File: src/ocd_map.svh
// Address map, field positions, reset values for the configuration decoder.
// Assumes a 12-bit APB byte address with one 32-bit word per register.
`ifndef OCD_MAP_SVH
`define OCD_MAP_SVH

`define OCD_ADDR_W 12
`define OCD_ADDR_CFG_A 12'h000
`define OCD_ADDR_CFG_B 12'h004
`define OCD_ADDR_STATUS 12'h008

// Operation configuration word A fields.
`define OCD_A_PFET_LSB 0
`define OCD_A_SERIAL 2
`define OCD_A_TEMP_LSB 3
`define OCD_A_SLEEP 5
`define OCD_A_ZERO_MASK 16'h00C0
`define OCD_A_CELLS_LSB 8
`define OCD_A_LEDS_LSB 10
`define OCD_A_ABS 12
`define OCD_A_CHG_DISPLAY 13
`define OCD_A_RCALED 14
`define OCD_A_RSTLED 15

// Operation configuration word B fields.
`define OCD_B_BROADCAST 0
`define OCD_B_HOST_PEC 1
`define OCD_B_CHG_PEC 2

// Reset values: thermistor one as source, parallel display mode.
`define OCD_CFG_A_RST 16'h0008
`define OCD_CFG_B_RST 16'h0000

// Status word bits.
`define OCD_ST_ZERO_ERR 0
`define OCD_ST_CELL_BAD 1
`define OCD_ST_ACT_SEEN 2

`endif

File: src/ocd_pkg.sv
// Types shared by the configuration decoder modules.
// Assumes ocd_map.svh supplies the numeric layout.
package ocd_pkg;

	// One-hot temperature source selection.
	typedef enum logic [3:0] {
		OCD_TEMP_INTERNAL = 4'h1,
		OCD_TEMP_THERM_ONE = 4'h2,
		OCD_TEMP_MAX = 4'h4,
		OCD_TEMP_AVG = 4'h8
	} ocd_temp_src_e;

	// One-hot precharge FET selection; all zero means no action.
	typedef enum logic [2:0] {
		OCD_PFET_NONE = 3'h0,
		OCD_PFET_ZERO_VOLT = 3'h1,
		OCD_PFET_CHARGE = 3'h2,
		OCD_PFET_OD = 3'h4
	} ocd_pfet_e;

	typedef logic [15:0] ocd_word_t;

endpackage

File: src/ocd_select_decode.sv
// Registered decode of the two stored configuration words into selects.
// Assumes the words come from flip-flops in the same clock domain.
`timescale 1ns/1ps
`include "ocd_map.svh"

module ocd_select_decode import ocd_pkg::*; (
	input wire logic clock,
	input wire logic rst_n,
	input wire ocd_word_t cfg_a,
	input wire ocd_word_t cfg_b,
	output ocd_pfet_e pfet_sel_r,
	output ocd_temp_src_e temp_src_r,
	output logic serial_mode_r,
	output logic sleep_permit_r,
	output logic [2:0] cells_r,
	output logic [2:0] leds_r,
	output logic abs_mode_r,
	output logic broadcast_r,
	output logic host_pec_r,
	output logic chg_pec_r
);

	// Maps a two-bit code to base+code; code zero maps to zero.
	function automatic logic [2:0] count_of(input logic [1:0] code,
		input logic [2:0] base);
		count_of = (code == 2'h0) ? 3'h0 : 3'(base + {1'b0, code});
	endfunction

	function automatic ocd_pfet_e pfet_of(input logic [1:0] code);
		unique case (code)
			2'h0: pfet_of = OCD_PFET_ZERO_VOLT;
			2'h1: pfet_of = OCD_PFET_CHARGE;
			2'h2: pfet_of = OCD_PFET_OD;
			2'h3: pfet_of = OCD_PFET_NONE;
		endcase
	endfunction

	function automatic ocd_temp_src_e temp_of(input logic [1:0] code);
		unique case (code)
			2'h0: temp_of = OCD_TEMP_INTERNAL;
			2'h1: temp_of = OCD_TEMP_THERM_ONE;
			2'h2: temp_of = OCD_TEMP_MAX;
			2'h3: temp_of = OCD_TEMP_AVG;
		endcase
	endfunction

	ocd_pfet_e pfet_nxt;
	ocd_temp_src_e temp_nxt;
	logic [2:0] cells_nxt, leds_nxt;

	// Next select values follow the stored words in the same cycle.
	always_comb begin
		pfet_nxt = pfet_of(cfg_a[`OCD_A_PFET_LSB +: 2]);
		temp_nxt = temp_of(cfg_a[`OCD_A_TEMP_LSB +: 2]);
		cells_nxt = count_of(cfg_a[`OCD_A_CELLS_LSB +: 2], 3'h1);
		leds_nxt = count_of(cfg_a[`OCD_A_LEDS_LSB +: 2], 3'h2);
	end

	// Selects hold steady between writes; reset gives the defaults.
	always_ff @(posedge clock or negedge rst_n) begin
		if (!rst_n) begin
			pfet_sel_r <= OCD_PFET_ZERO_VOLT;
			temp_src_r <= OCD_TEMP_THERM_ONE;
			serial_mode_r <= 1'b0;
			sleep_permit_r <= 1'b0;
			cells_r <= 3'h0;
			leds_r <= 3'h0;
			abs_mode_r <= 1'b0;
			broadcast_r <= 1'b0;
			host_pec_r <= 1'b0;
			chg_pec_r <= 1'b0;
		end else begin
			pfet_sel_r <= pfet_nxt;
			temp_src_r <= temp_nxt;
			serial_mode_r <= cfg_a[`OCD_A_SERIAL];
			sleep_permit_r <= cfg_a[`OCD_A_SLEEP];
			cells_r <= cells_nxt;
			leds_r <= leds_nxt;
			abs_mode_r <= cfg_a[`OCD_A_ABS];
			broadcast_r <= cfg_b[`OCD_B_BROADCAST];
			host_pec_r <= cfg_b[`OCD_B_HOST_PEC];
			chg_pec_r <= cfg_b[`OCD_B_CHG_PEC];
		end
	end

endmodule

File: src/ocd_display_trigger.sv
// Indicator activation: button, bus command, alarm edge, reset exit.
// Assumes all event inputs are synchronous to clock.
`timescale 1ns/1ps

module ocd_display_trigger (
	input wire logic clock,
	input wire logic rst_n,
	input wire logic on_charge_en,
	input wire logic on_alarm_en,
	input wire logic on_reset_en,
	input wire logic charging,
	input wire logic remaining_capacity_alarm,
	input wire logic display_button,
	input wire logic bus_display_cmd,
	input wire logic device_in_reset,
	output logic activate_r,
	output logic charge_display_r
);

	logic alarm_prev_r, alarm_prev_nxt;
	logic rst_prev_r, rst_prev_nxt;
	logic activate_nxt, charge_display_nxt;

	// Only the rising alarm edge counts, so a standing alarm fires once.
	always_comb begin
		alarm_prev_nxt = remaining_capacity_alarm;
		rst_prev_nxt = device_in_reset;
		activate_nxt = display_button | bus_display_cmd;
		if (on_alarm_en && remaining_capacity_alarm && !alarm_prev_r) begin
			activate_nxt = 1'b1;
		end
		if (on_reset_en && rst_prev_r && !device_in_reset) begin
			activate_nxt = 1'b1;
		end
		charge_display_nxt = on_charge_en & charging;
	end

	// The reset history starts high so a first release still counts.
	always_ff @(posedge clock or negedge rst_n) begin
		if (!rst_n) begin
			alarm_prev_r <= 1'b0;
			rst_prev_r <= 1'b1;
			activate_r <= 1'b0;
			charge_display_r <= 1'b0;
		end else begin
			alarm_prev_r <= alarm_prev_nxt;
			rst_prev_r <= rst_prev_nxt;
			activate_r <= activate_nxt;
			charge_display_r <= charge_display_nxt;
		end
	end

endmodule

File: src/ocd_config_decoder.sv
// Top of the operation configuration decoder with its APB register slave.
// Assumes an APB master on clock; all side inputs are synchronous.
`timescale 1ns/1ps
`include "ocd_map.svh"

module ocd_config_decoder import ocd_pkg::*; (
	input wire logic clock,
	input wire logic rst_n,
	input wire logic psel,
	input wire logic penable,
	input wire logic pwrite,
	input wire logic [`OCD_ADDR_W-1:0] paddr,
	input wire logic [31:0] pwdata,
	output logic [31:0] prdata,
	output logic pready,
	output logic pslverr,
	input wire logic charging,
	input wire logic remaining_capacity_alarm,
	input wire logic display_button,
	input wire logic bus_display_cmd,
	input wire logic device_in_reset,
	input wire logic sleep_conditions_met,
	input wire logic broadcast_request,
	output logic [2:0] precharge_fet_sel,
	output logic serial_indicator_mode,
	output logic [3:0] thermal_source_sel,
	output logic sleep_enter,
	output logic [2:0] series_cells,
	output logic cell_count_invalid,
	output logic [2:0] indicator_count,
	output logic indicator_user_ctrl,
	output logic absolute_charge_display,
	output logic display_activate,
	output logic display_while_charging,
	output logic broadcast_send,
	output logic host_alarm_checksum,
	output logic charger_alarm_checksum
);

	ocd_word_t cfg_a_r, cfg_a_nxt;
	ocd_word_t cfg_b_r, cfg_b_nxt;
	logic zero_err_r, zero_err_nxt;
	logic act_seen_r, act_seen_nxt;
	logic access, wr_en, hit_a, hit_b, hit_st;
	ocd_pfet_e pfet_sel;
	ocd_temp_src_e temp_src;
	logic sleep_permit;
	logic bc_permit;

	// Address decode; the slave never inserts wait states.
	always_comb begin
		access = psel & penable;
		hit_a = (paddr == `OCD_ADDR_CFG_A);
		hit_b = (paddr == `OCD_ADDR_CFG_B);
		hit_st = (paddr == `OCD_ADDR_STATUS);
		wr_en = access & pwrite;
		pready = 1'b1;
		pslverr = access & ~(hit_a | hit_b | hit_st);
	end

	// Read data is a mux of flip-flops; unmapped reads return zero.
	always_comb begin
		prdata = 32'h0000_0000;
		if (hit_a) begin
			prdata = {16'h0000, cfg_a_r};
		end else if (hit_b) begin
			prdata = {16'h0000, cfg_b_r};
		end else if (hit_st) begin
			prdata[`OCD_ST_ZERO_ERR] = zero_err_r;
			prdata[`OCD_ST_CELL_BAD] = cell_count_invalid;
			prdata[`OCD_ST_ACT_SEEN] = act_seen_r;
		end
	end

	// Register writes. Reserved bits of word A are forced to zero so a
	// careless write cannot leave them set, and the attempt is flagged.
	always_comb begin
		cfg_a_nxt = cfg_a_r;
		cfg_b_nxt = cfg_b_r;
		zero_err_nxt = zero_err_r;
		act_seen_nxt = act_seen_r;
		if (wr_en && hit_a) begin
			cfg_a_nxt = pwdata[15:0] & ~`OCD_A_ZERO_MASK;
		end
		if (wr_en && hit_b) begin
			cfg_b_nxt = pwdata[15:0];
		end
		if (wr_en && hit_st && pwdata[`OCD_ST_ZERO_ERR]) begin
			zero_err_nxt = 1'b0;
		end
		if (wr_en && hit_st && pwdata[`OCD_ST_ACT_SEEN]) begin
			act_seen_nxt = 1'b0;
		end
		// A new event in the clearing cycle wins over the clear.
		if (wr_en && hit_a && |(pwdata[15:0] & `OCD_A_ZERO_MASK)) begin
			zero_err_nxt = 1'b1;
		end
		if (display_activate) begin
			act_seen_nxt = 1'b1;
		end
	end

	// Stored words and sticky status flags.
	always_ff @(posedge clock or negedge rst_n) begin
		if (!rst_n) begin
			cfg_a_r <= `OCD_CFG_A_RST;
			cfg_b_r <= `OCD_CFG_B_RST;
			zero_err_r <= 1'b0;
			act_seen_r <= 1'b0;
		end else begin
			cfg_a_r <= cfg_a_nxt;
			cfg_b_r <= cfg_b_nxt;
			zero_err_r <= zero_err_nxt;
			act_seen_r <= act_seen_nxt;
		end
	end

	// Field decode into held selects.
	ocd_select_decode u_decode (
		.clock(clock),
		.rst_n(rst_n),
		.cfg_a(cfg_a_r),
		.cfg_b(cfg_b_r),
		.pfet_sel_r(pfet_sel),
		.temp_src_r(temp_src),
		.serial_mode_r(serial_indicator_mode),
		.sleep_permit_r(sleep_permit),
		.cells_r(series_cells),
		.leds_r(indicator_count),
		.abs_mode_r(absolute_charge_display),
		.broadcast_r(bc_permit),
		.host_pec_r(host_alarm_checksum),
		.chg_pec_r(charger_alarm_checksum)
	);

	// Indicator activation sources.
	ocd_display_trigger u_trigger (
		.clock(clock),
		.rst_n(rst_n),
		.on_charge_en(cfg_a_r[`OCD_A_CHG_DISPLAY]),
		.on_alarm_en(cfg_a_r[`OCD_A_RCALED]),
		.on_reset_en(cfg_a_r[`OCD_A_RSTLED]),
		.charging(charging),
		.remaining_capacity_alarm(remaining_capacity_alarm),
		.display_button(display_button),
		.bus_display_cmd(bus_display_cmd),
		.device_in_reset(device_in_reset),
		.activate_r(display_activate),
		.charge_display_r(display_while_charging)
	);

	// Gating outputs are handshakes, so they follow their request at once.
	always_comb begin
		precharge_fet_sel = pfet_sel;
		thermal_source_sel = temp_src;
		sleep_enter = sleep_permit & sleep_conditions_met;
		broadcast_send = bc_permit & broadcast_request;
		cell_count_invalid = (series_cells == 3'h0);
		indicator_user_ctrl = (indicator_count == 3'h0);
	end
endmodule

File: config.mk
export PLATFORM = sky130hd
export DESIGN_NAME = ocd_config_decoder
export DESIGN_NICKNAME = d
export VERILOG_FILES = /design/src/ocd_pkg.sv /design/src/ocd_select_decode.sv /design/src/ocd_display_trigger.sv /design/src/ocd_config_decoder.sv
export VERILOG_INCLUDE_DIRS = /design/src
export SDC_FILE = /design/constraint.sdc
export NUM_CORES = 1
export LEC_CHECK = 0
export BUFFER_PORTS_ARGS = -buffer_cell sky130_fd_sc_hd__buf_2
export CAP_MARGIN = 0
export CORE_MARGIN = 2
export CORE_UTILIZATION = 30
export DETAILED_ROUTE_END_ITERATION = 8
export GPL_ROUTABILITY_DRIVEN = 0
export HOLD_SLACK_MARGIN = 0.08
export PLACE_DENSITY = 0.67
export SLEW_MARGIN = 15
export SYNTH_ARGS = -nofsm -noshare
export SYNTH_HDL_FRONTEND = slang
export SYNTH_SLANG_ARGS = --single-unit
File: constraint.sdc
create_clock -name clock -period 1.5 [get_ports clock]
set_input_delay 0.3 -clock clock [delete_from_list [all_inputs] [get_ports clock]]
set_output_delay 0.3 -clock clock [all_outputs]
set_load 0.02 [all_outputs]
== Yosys cells after proc, flatten, opt, wreduce, memory -nomap -nowiden ==
Cells that the tools add are included.

* Output and inout port bits: 57
* Bits of input ports: 56
* Logic and storage cells: 74
* Register bits after elaboration: 55

* Equality and inequality tests: 8
* Multiplexer cells: 14
* $add $sub $neg: 2
* Reductions and logical operators: 22
* Bitwise gates (word level): 10

{| class="wikitable"
|+ Operators with widths
! kind !! count
|-
| $mux W16 || 1
|-
| $pmux W4 S4 || 1
|-
| $mux W13 || 1
|-
| $eq A12 B3 Y1 const B || 1
|-
| $eq A12 B4 Y1 const B || 1
|-
| $logic_not A12 Y1 || 1
|-
| $mux W3 || 4
|-
| $pmux W3 S4 || 1
|-
| $logic_and A1 B1 Y1 || 10
|-
| $eq A2 B2 Y1 const B || 4
|-
| $logic_not A2 Y1 || 4
|-
| $and A1 B1 Y1 || 6
|-
| $logic_not A3 Y1 || 2
|-
| $mux W1 || 6
|-
| $eq A2 B1 Y1 const B || 2
|-
| $reduce_bool A2 Y1 || 2
|-
| $add A1 B2 Y3 const A || 1
|-
| $add A2 B2 Y3 const A || 1
|-
| $or A1 B1 Y1 || 3
|-
| $logic_not A1 Y1 || 2
|-
| $reduce_or A2 Y1 || 1
|-
| $not A1 Y1 || 1
|}

== Longest topological paths before layout ==
* Depth after elaboration: 6
* Gate-level depth with buffers: 5
* Depth with buffers taken out: 4

== Hierarchy ==
From an unflattened synthesis, not the netlist that was laid out.

* Cell total of the unflattened synthesis: 192
* Area, all modules: 2497.4 µm²

{| class="wikitable"
|+ By module, submodules not included
! module !! sequential area each (µm²) !! area an instance (µm²) !! cells each !! times used
|-
| ocd_config_decoder || 802.0 || 1804.2 || 150 || 1
|-
| ocd_select_decode || 478.0 || 563.0 || 33 || 1
|-
| ocd_display_trigger || 101.3 || 130.1 || 9 || 1
|}

== Worst setup path before layout ==
OpenSTA, ideal clock, no wires.

* Path kind: input-to-reg
* From: input port paddr[1]
* To: register cfg_b_r[10]
* Required time: 1375 ps
* Path slack: -282 ps
* Library setup time: 125 ps
* Stages on the path: 5
* Arrival time: 1657 ps
* Path buffers: 1
* Path through: nor4_4 > nand4b_4 > nor3_4 > buf_8 > mux2_4

* Word-level cells in the longest chain between the ends: 2

{| class="wikitable"
|+ Ends and longest elaborated chain
! what !! RTL line !! source
|-
| start, declared || ocd_config_decoder.sv:12 || <nowiki>input wire logic [`OCD_ADDR_W-1:0] paddr,</nowiki>
|-
| $eq A12 B3 Y1 (no line) || n/a ||
|-
| $logic_and A1 B1 Y1 || ocd_config_decoder.sv:85 || <nowiki>if (wr_en && hit_b) begin</nowiki>
|-
| end signal, assigned || ocd_config_decoder.sv:107 || <nowiki>cfg_b_r <= `OCD_CFG_B_RST;</nowiki>
|-
| end signal, assigned || ocd_config_decoder.sv:112 || <nowiki>cfg_b_r <= cfg_b_nxt;</nowiki>
|-
| end, declared || ocd_config_decoder.sv:41 || <nowiki>ocd_word_t cfg_b_r, cfg_b_nxt;</nowiki>
|}

Every way passes these cells.
A chain may end at the register's enable or synchronous reset.

== Final worst setup path ==
* From: input port paddr[5]
* To: register cfg_a_r[11]

* Word-level cells in the longest chain between the ends: 2

{| class="wikitable"
|+ Ends and longest elaborated chain
! what !! RTL line !! source
|-
| $logic_not A12 Y1 (no line) || n/a ||
|-
| $logic_and A1 B1 Y1 || ocd_config_decoder.sv:82 || <nowiki>if (wr_en && hit_a) begin</nowiki>
|-
| end signal, assigned || ocd_config_decoder.sv:106 || <nowiki>cfg_a_r <= `OCD_CFG_A_RST;</nowiki>
|-
| end signal, assigned || ocd_config_decoder.sv:111 || <nowiki>cfg_a_r <= cfg_a_nxt;</nowiki>
|-
| end, declared || ocd_config_decoder.sv:40 || <nowiki>ocd_word_t cfg_a_r, cfg_a_nxt;</nowiki>
|}

Every way passes these cells.

==> results.py <==
metrics = {
    "sta": {
        "period_needed_ns": 1.79,
        "max_freq_ghz": 0.557,
        "setup-tns-final_ns": -10.36,
        "slew_viol_final": 0,
        "finalCritPeriodShare_pct": 120,
        "setup-violations-final": 48,
        "hold_violations": 0,
        "rsz0062_at_grt": "yes",
        "finalHoldWorstSlack_ns": 0.112,
        "skew_ns": 0.00229,
        "layout_setup_ws_ns": -0.294,
    },
    "synthesis": {
        "synth.avg_cell_area_sq_um": 12.9,
        "synth-compound-area-share_pct": 1.85,
        "synth_warnings": 0,
        "synth_area_sq_um": 2500,
        "synth-xor-area-share_pct": 0,
        "ys.flop_type": "dfrtp_1",
        "yosysTopAreaCellShare_pct": 51.1,
        "synthSimpleGateAreaFrac_pct": 13.3,
        "ys_types": 32,
        "synthAdderAreaFrac_pct": 1.00,
        "synthTopCellsByArea": "dfrtp_1 (51%), mux2_2 (8.1%), mux2_4 (6.0%)",
        "ys_async_sr_fraction_pct": 100,
        "synth_edf_count": 0,
        "synthMuxAreaShare_pct": 20.7,
        "synth_top_family_by_area": "multiplexers",
        "yosysSeqAreaShare_pct": 55.3,
        "synth_cells": 193,
        "synth-seq-cells": 55,
        "yosysTopAreaCell": "dfrtp_1",
    },
    "finish": {
        "fin_nets": 350,
        "num-fill-cells": 768,
        "drive_above_1_share_pct": 57.3,
        "instances_no_fill": 398,
        "antennaDiodeCount": 0,
        "area_delta_synth_final_pct": 44.5,
    },
    "clock_tree": {
        "clkTransAtPathRegs_ns": 0.09,
        "cts_buffers": 5,
        "clockBufferDepth": 2,
        "cts_root_buf": "clkbuf_8",
        "cts-htree-levels": 2,
        "clk-insertion-delay-late_ns": 0.30,
        "cts_tree": "built",
        "clock_sinks": 55,
    },
    "power_and_ir_drop": {
        "powerDensity_nw_per_um2": 696,
        "switching_share_pct": 24.0,
        "combPwrFrac_pct": 9.3,
        "p_int_mw": 1.91,
        "p_leak_nw": 1.80,
        "max-vdd-ir-drop_uv": 369,
        "clkPwrFrac_pct": 31.3,
        "p_seq_share_pct": 59.4,
        "p_switching_mw": 0.603,
        "total_power_mw": 2.51,
    },
    "hold_path": {
        "min_path_type": "in -> reg",
    },
    "worst_setup_path": {
        "crit_required_ns": 1.69,
        "crit_end": "cfg_a_r[11]",
        "reg2reg_slack_ns": 0.61,
        "crit_arrival_ns": 1.99,
        "timing.rr.start": "zero_err_r",
        "cp-end-kind": "register",
        "crit_type": "in -> reg",
        "r2r_end": "zero_err_r",
        "crit_start": "paddr[5]",
        "start_kind": "input pin",
        "critPathMaxFanout": 7,
        "worstRegToRegCells": 2,
    },
    "floorplan": {
        "num_rows": 33,
        "dieWidth_microns": 95.2,
        "start_util_pct": 30.7,
        "ios": 113,
        "die_area_sq_um": 9070,
        "die_h_microns": 95.2,
        "core_area_sq_um": 8130,
    },
    "route": {
        "first_iter_violations": 40,
        "finalWirelength_mm": 5.85,
        "vias_per_cell": 4.32,
        "dr_total_vias": 1719,
        "avgRoutedWirePerCell_microns": 14.7,
        "remaining_drc_errors": 0,
        "ant_nets": 0,
        "drtPass1Iterations": 4,
    },
    "placed_design": {
        "io_buffers": 79,
        "dp_hpwl_mm": 3.85,
        "dp.cells": 380,
        "dp_slack_ns": -0.433,
    },
    "global_route": {
        "grt_pass1_vias": 1724,
        "grt_antenna_before_repair": 0,
        "grt_max_degree": 56,
        "grt_use_total_pct": 12.9,
        "grt_pass1_wl_mm": 8.91,
        "grt-ovfl-total": 0,
    },
    "outcome": {
        "status": "finished, violations left",
        "violations": "negative setup slack",
    },
    "job": {
        "drv_cap": 0,
    },
}
-- registers in the layout, summed over array words and instances, names as in the netlist --
name	flops
u_decode.leds_r	3
u_decode.abs_mode_r	1
u_decode.serial_mode_r	1
u_decode.pfet_sel_r	3
u_decode.broadcast_r	1
u_decode.host_pec_r	1
u_trigger.alarm_prev_r	1
cfg_a_r	14
zero_err_r	1
u_decode.chg_pec_r	1
u_decode.sleep_permit_r	1
u_trigger.activate_r	1
u_decode.temp_src_r	4
u_trigger.charge_display_r	1
cfg_b_r	16
u_decode.cells_r	3
act_seen_r	1
u_trigger.rst_prev_r	1
-- per-layer routing --
layer	part of all wire, %	GRT usage (%)
met5	0	0
met4	0.97	3.38
met3	5.2	3.40
met2	50	21.6
met1	44	16.6
-- area by class of cell --
| type | instances | area, sq um | area share [%] |
|---|---|---|---|
| clock buffer | 7 | 76.3 | 2.12 |
| inverter | 3 | 11.3 | 0.312 |
| multi-input combinational | 125 | 1200 | 33.3 |
| clock inverter | 1 | 5.00 | 0.139 |
| timing repair buffer | 102 | 800 | 22.2 |
| sequential | 55 | 1380 | 38.3 |
| tap | 105 | 131 | 3.64 |
-- repair_timing --
action / in CTS / in global routing
hold endpoints to repair: 51 / 1
setup endpoints to repair: 47 / 48
hold buffers: 1 / 1
gates cloned: 1 / 1
pin swaps: 15 / 13
gates resized for setup: 43 / 33
setup buffers: 3 / 5
-- how the worst min path moves through the flow --
stage / from / cells after the start / slack [ns] / to
floorplan: rst_n / 0 / 0.004 / act_seen_r
global placement: rst_n / 2 / 0.32 / u_decode.serial_mode_r
detailed placement: rst_n / 2 / 0.32 / act_seen_r
CTS: device_in_reset / 1 / 0.09 / u_trigger.rst_prev_r
global route: remaining_capacity_alarm / 1 / 0.1 / u_trigger.alarm_prev_r
finish: remaining_capacity_alarm / 1 / 0.11 / u_trigger.alarm_prev_r
-- cells in the final DEF, fill, tap and decap left out, types with 3 or more instances in the layout --
cell,n
buf_4,8
mux2_4,30
mux2i_1,14
and2_1,4
nor2b_1,6
nor3_4,3
dfstp_2,4
buf_12,3
conb_1,17
a21oi_2,4
inv_1,3
nor3_1,3
dfrtp_1,51
clkbuf_8,5
nand2_1,4
buf_2,57
nor2_1,9
nor2_4,14
buf_6,31
-- power groups by stage --
stage	sequential (mW)	clock, mW	combinational, mW
after detailed placement	1.52	0	0.213
after floorplan	1.52	0	0.117
after global placement	1.52	0	0.210
after global routing	1.49	0.882	0.256
after CTS	1.49	0.817	0.223
final	1.49	0.787	0.234
-- cells by family (layout without fill, tap and decap cells) --
kind of cell,after synthesis,after routing
flip-flops,55,55
AND/OR/NAND/NOR,54,54
multiplexers,44,44
buffers and inverters,28,113
AO/OA/AOI/OAI,8,8
adder cells (fa/ha/maj),2,2
other,2,17
-- worst max-delay path, cell delays in order --
cell and delay, ns:
buf_6 0.10, nor4_4 0.39, nand4b_4 0.19, buf_6 0.16
nor3_4 0.30, clkbuf_16 0.24, mux2_4 0.30
-- cells in the mapped netlist, types with 2 or more instances --
cell type	instances
mux2i_1	14
clkbuf_1	4
nor2b_1	6
dfstp_2	4
buf_4	17
nor3_1	4
and3_1	2
nor2_1	24
a21oi_1	4
mux2_2	18
nor3_4	2
ha_1	2
and2_1	4
dfrtp_1	51
mux2_1	2
inv_1	3
o21ai_0	2
nand3_1	2
nor4_4	2
nand2_1	4
conb_1	2
mux2_4	10
-- metrics by stage --
stage	util [%]	cell area (sq um)
finish	44.3	3610
global route	44.3	3610
CTS	42.5	3460
detailed placement	38.9	3170
global placement	38.9	3170
floorplan	-	2690
No activity file was read; power rests on OpenSTA's default activity.
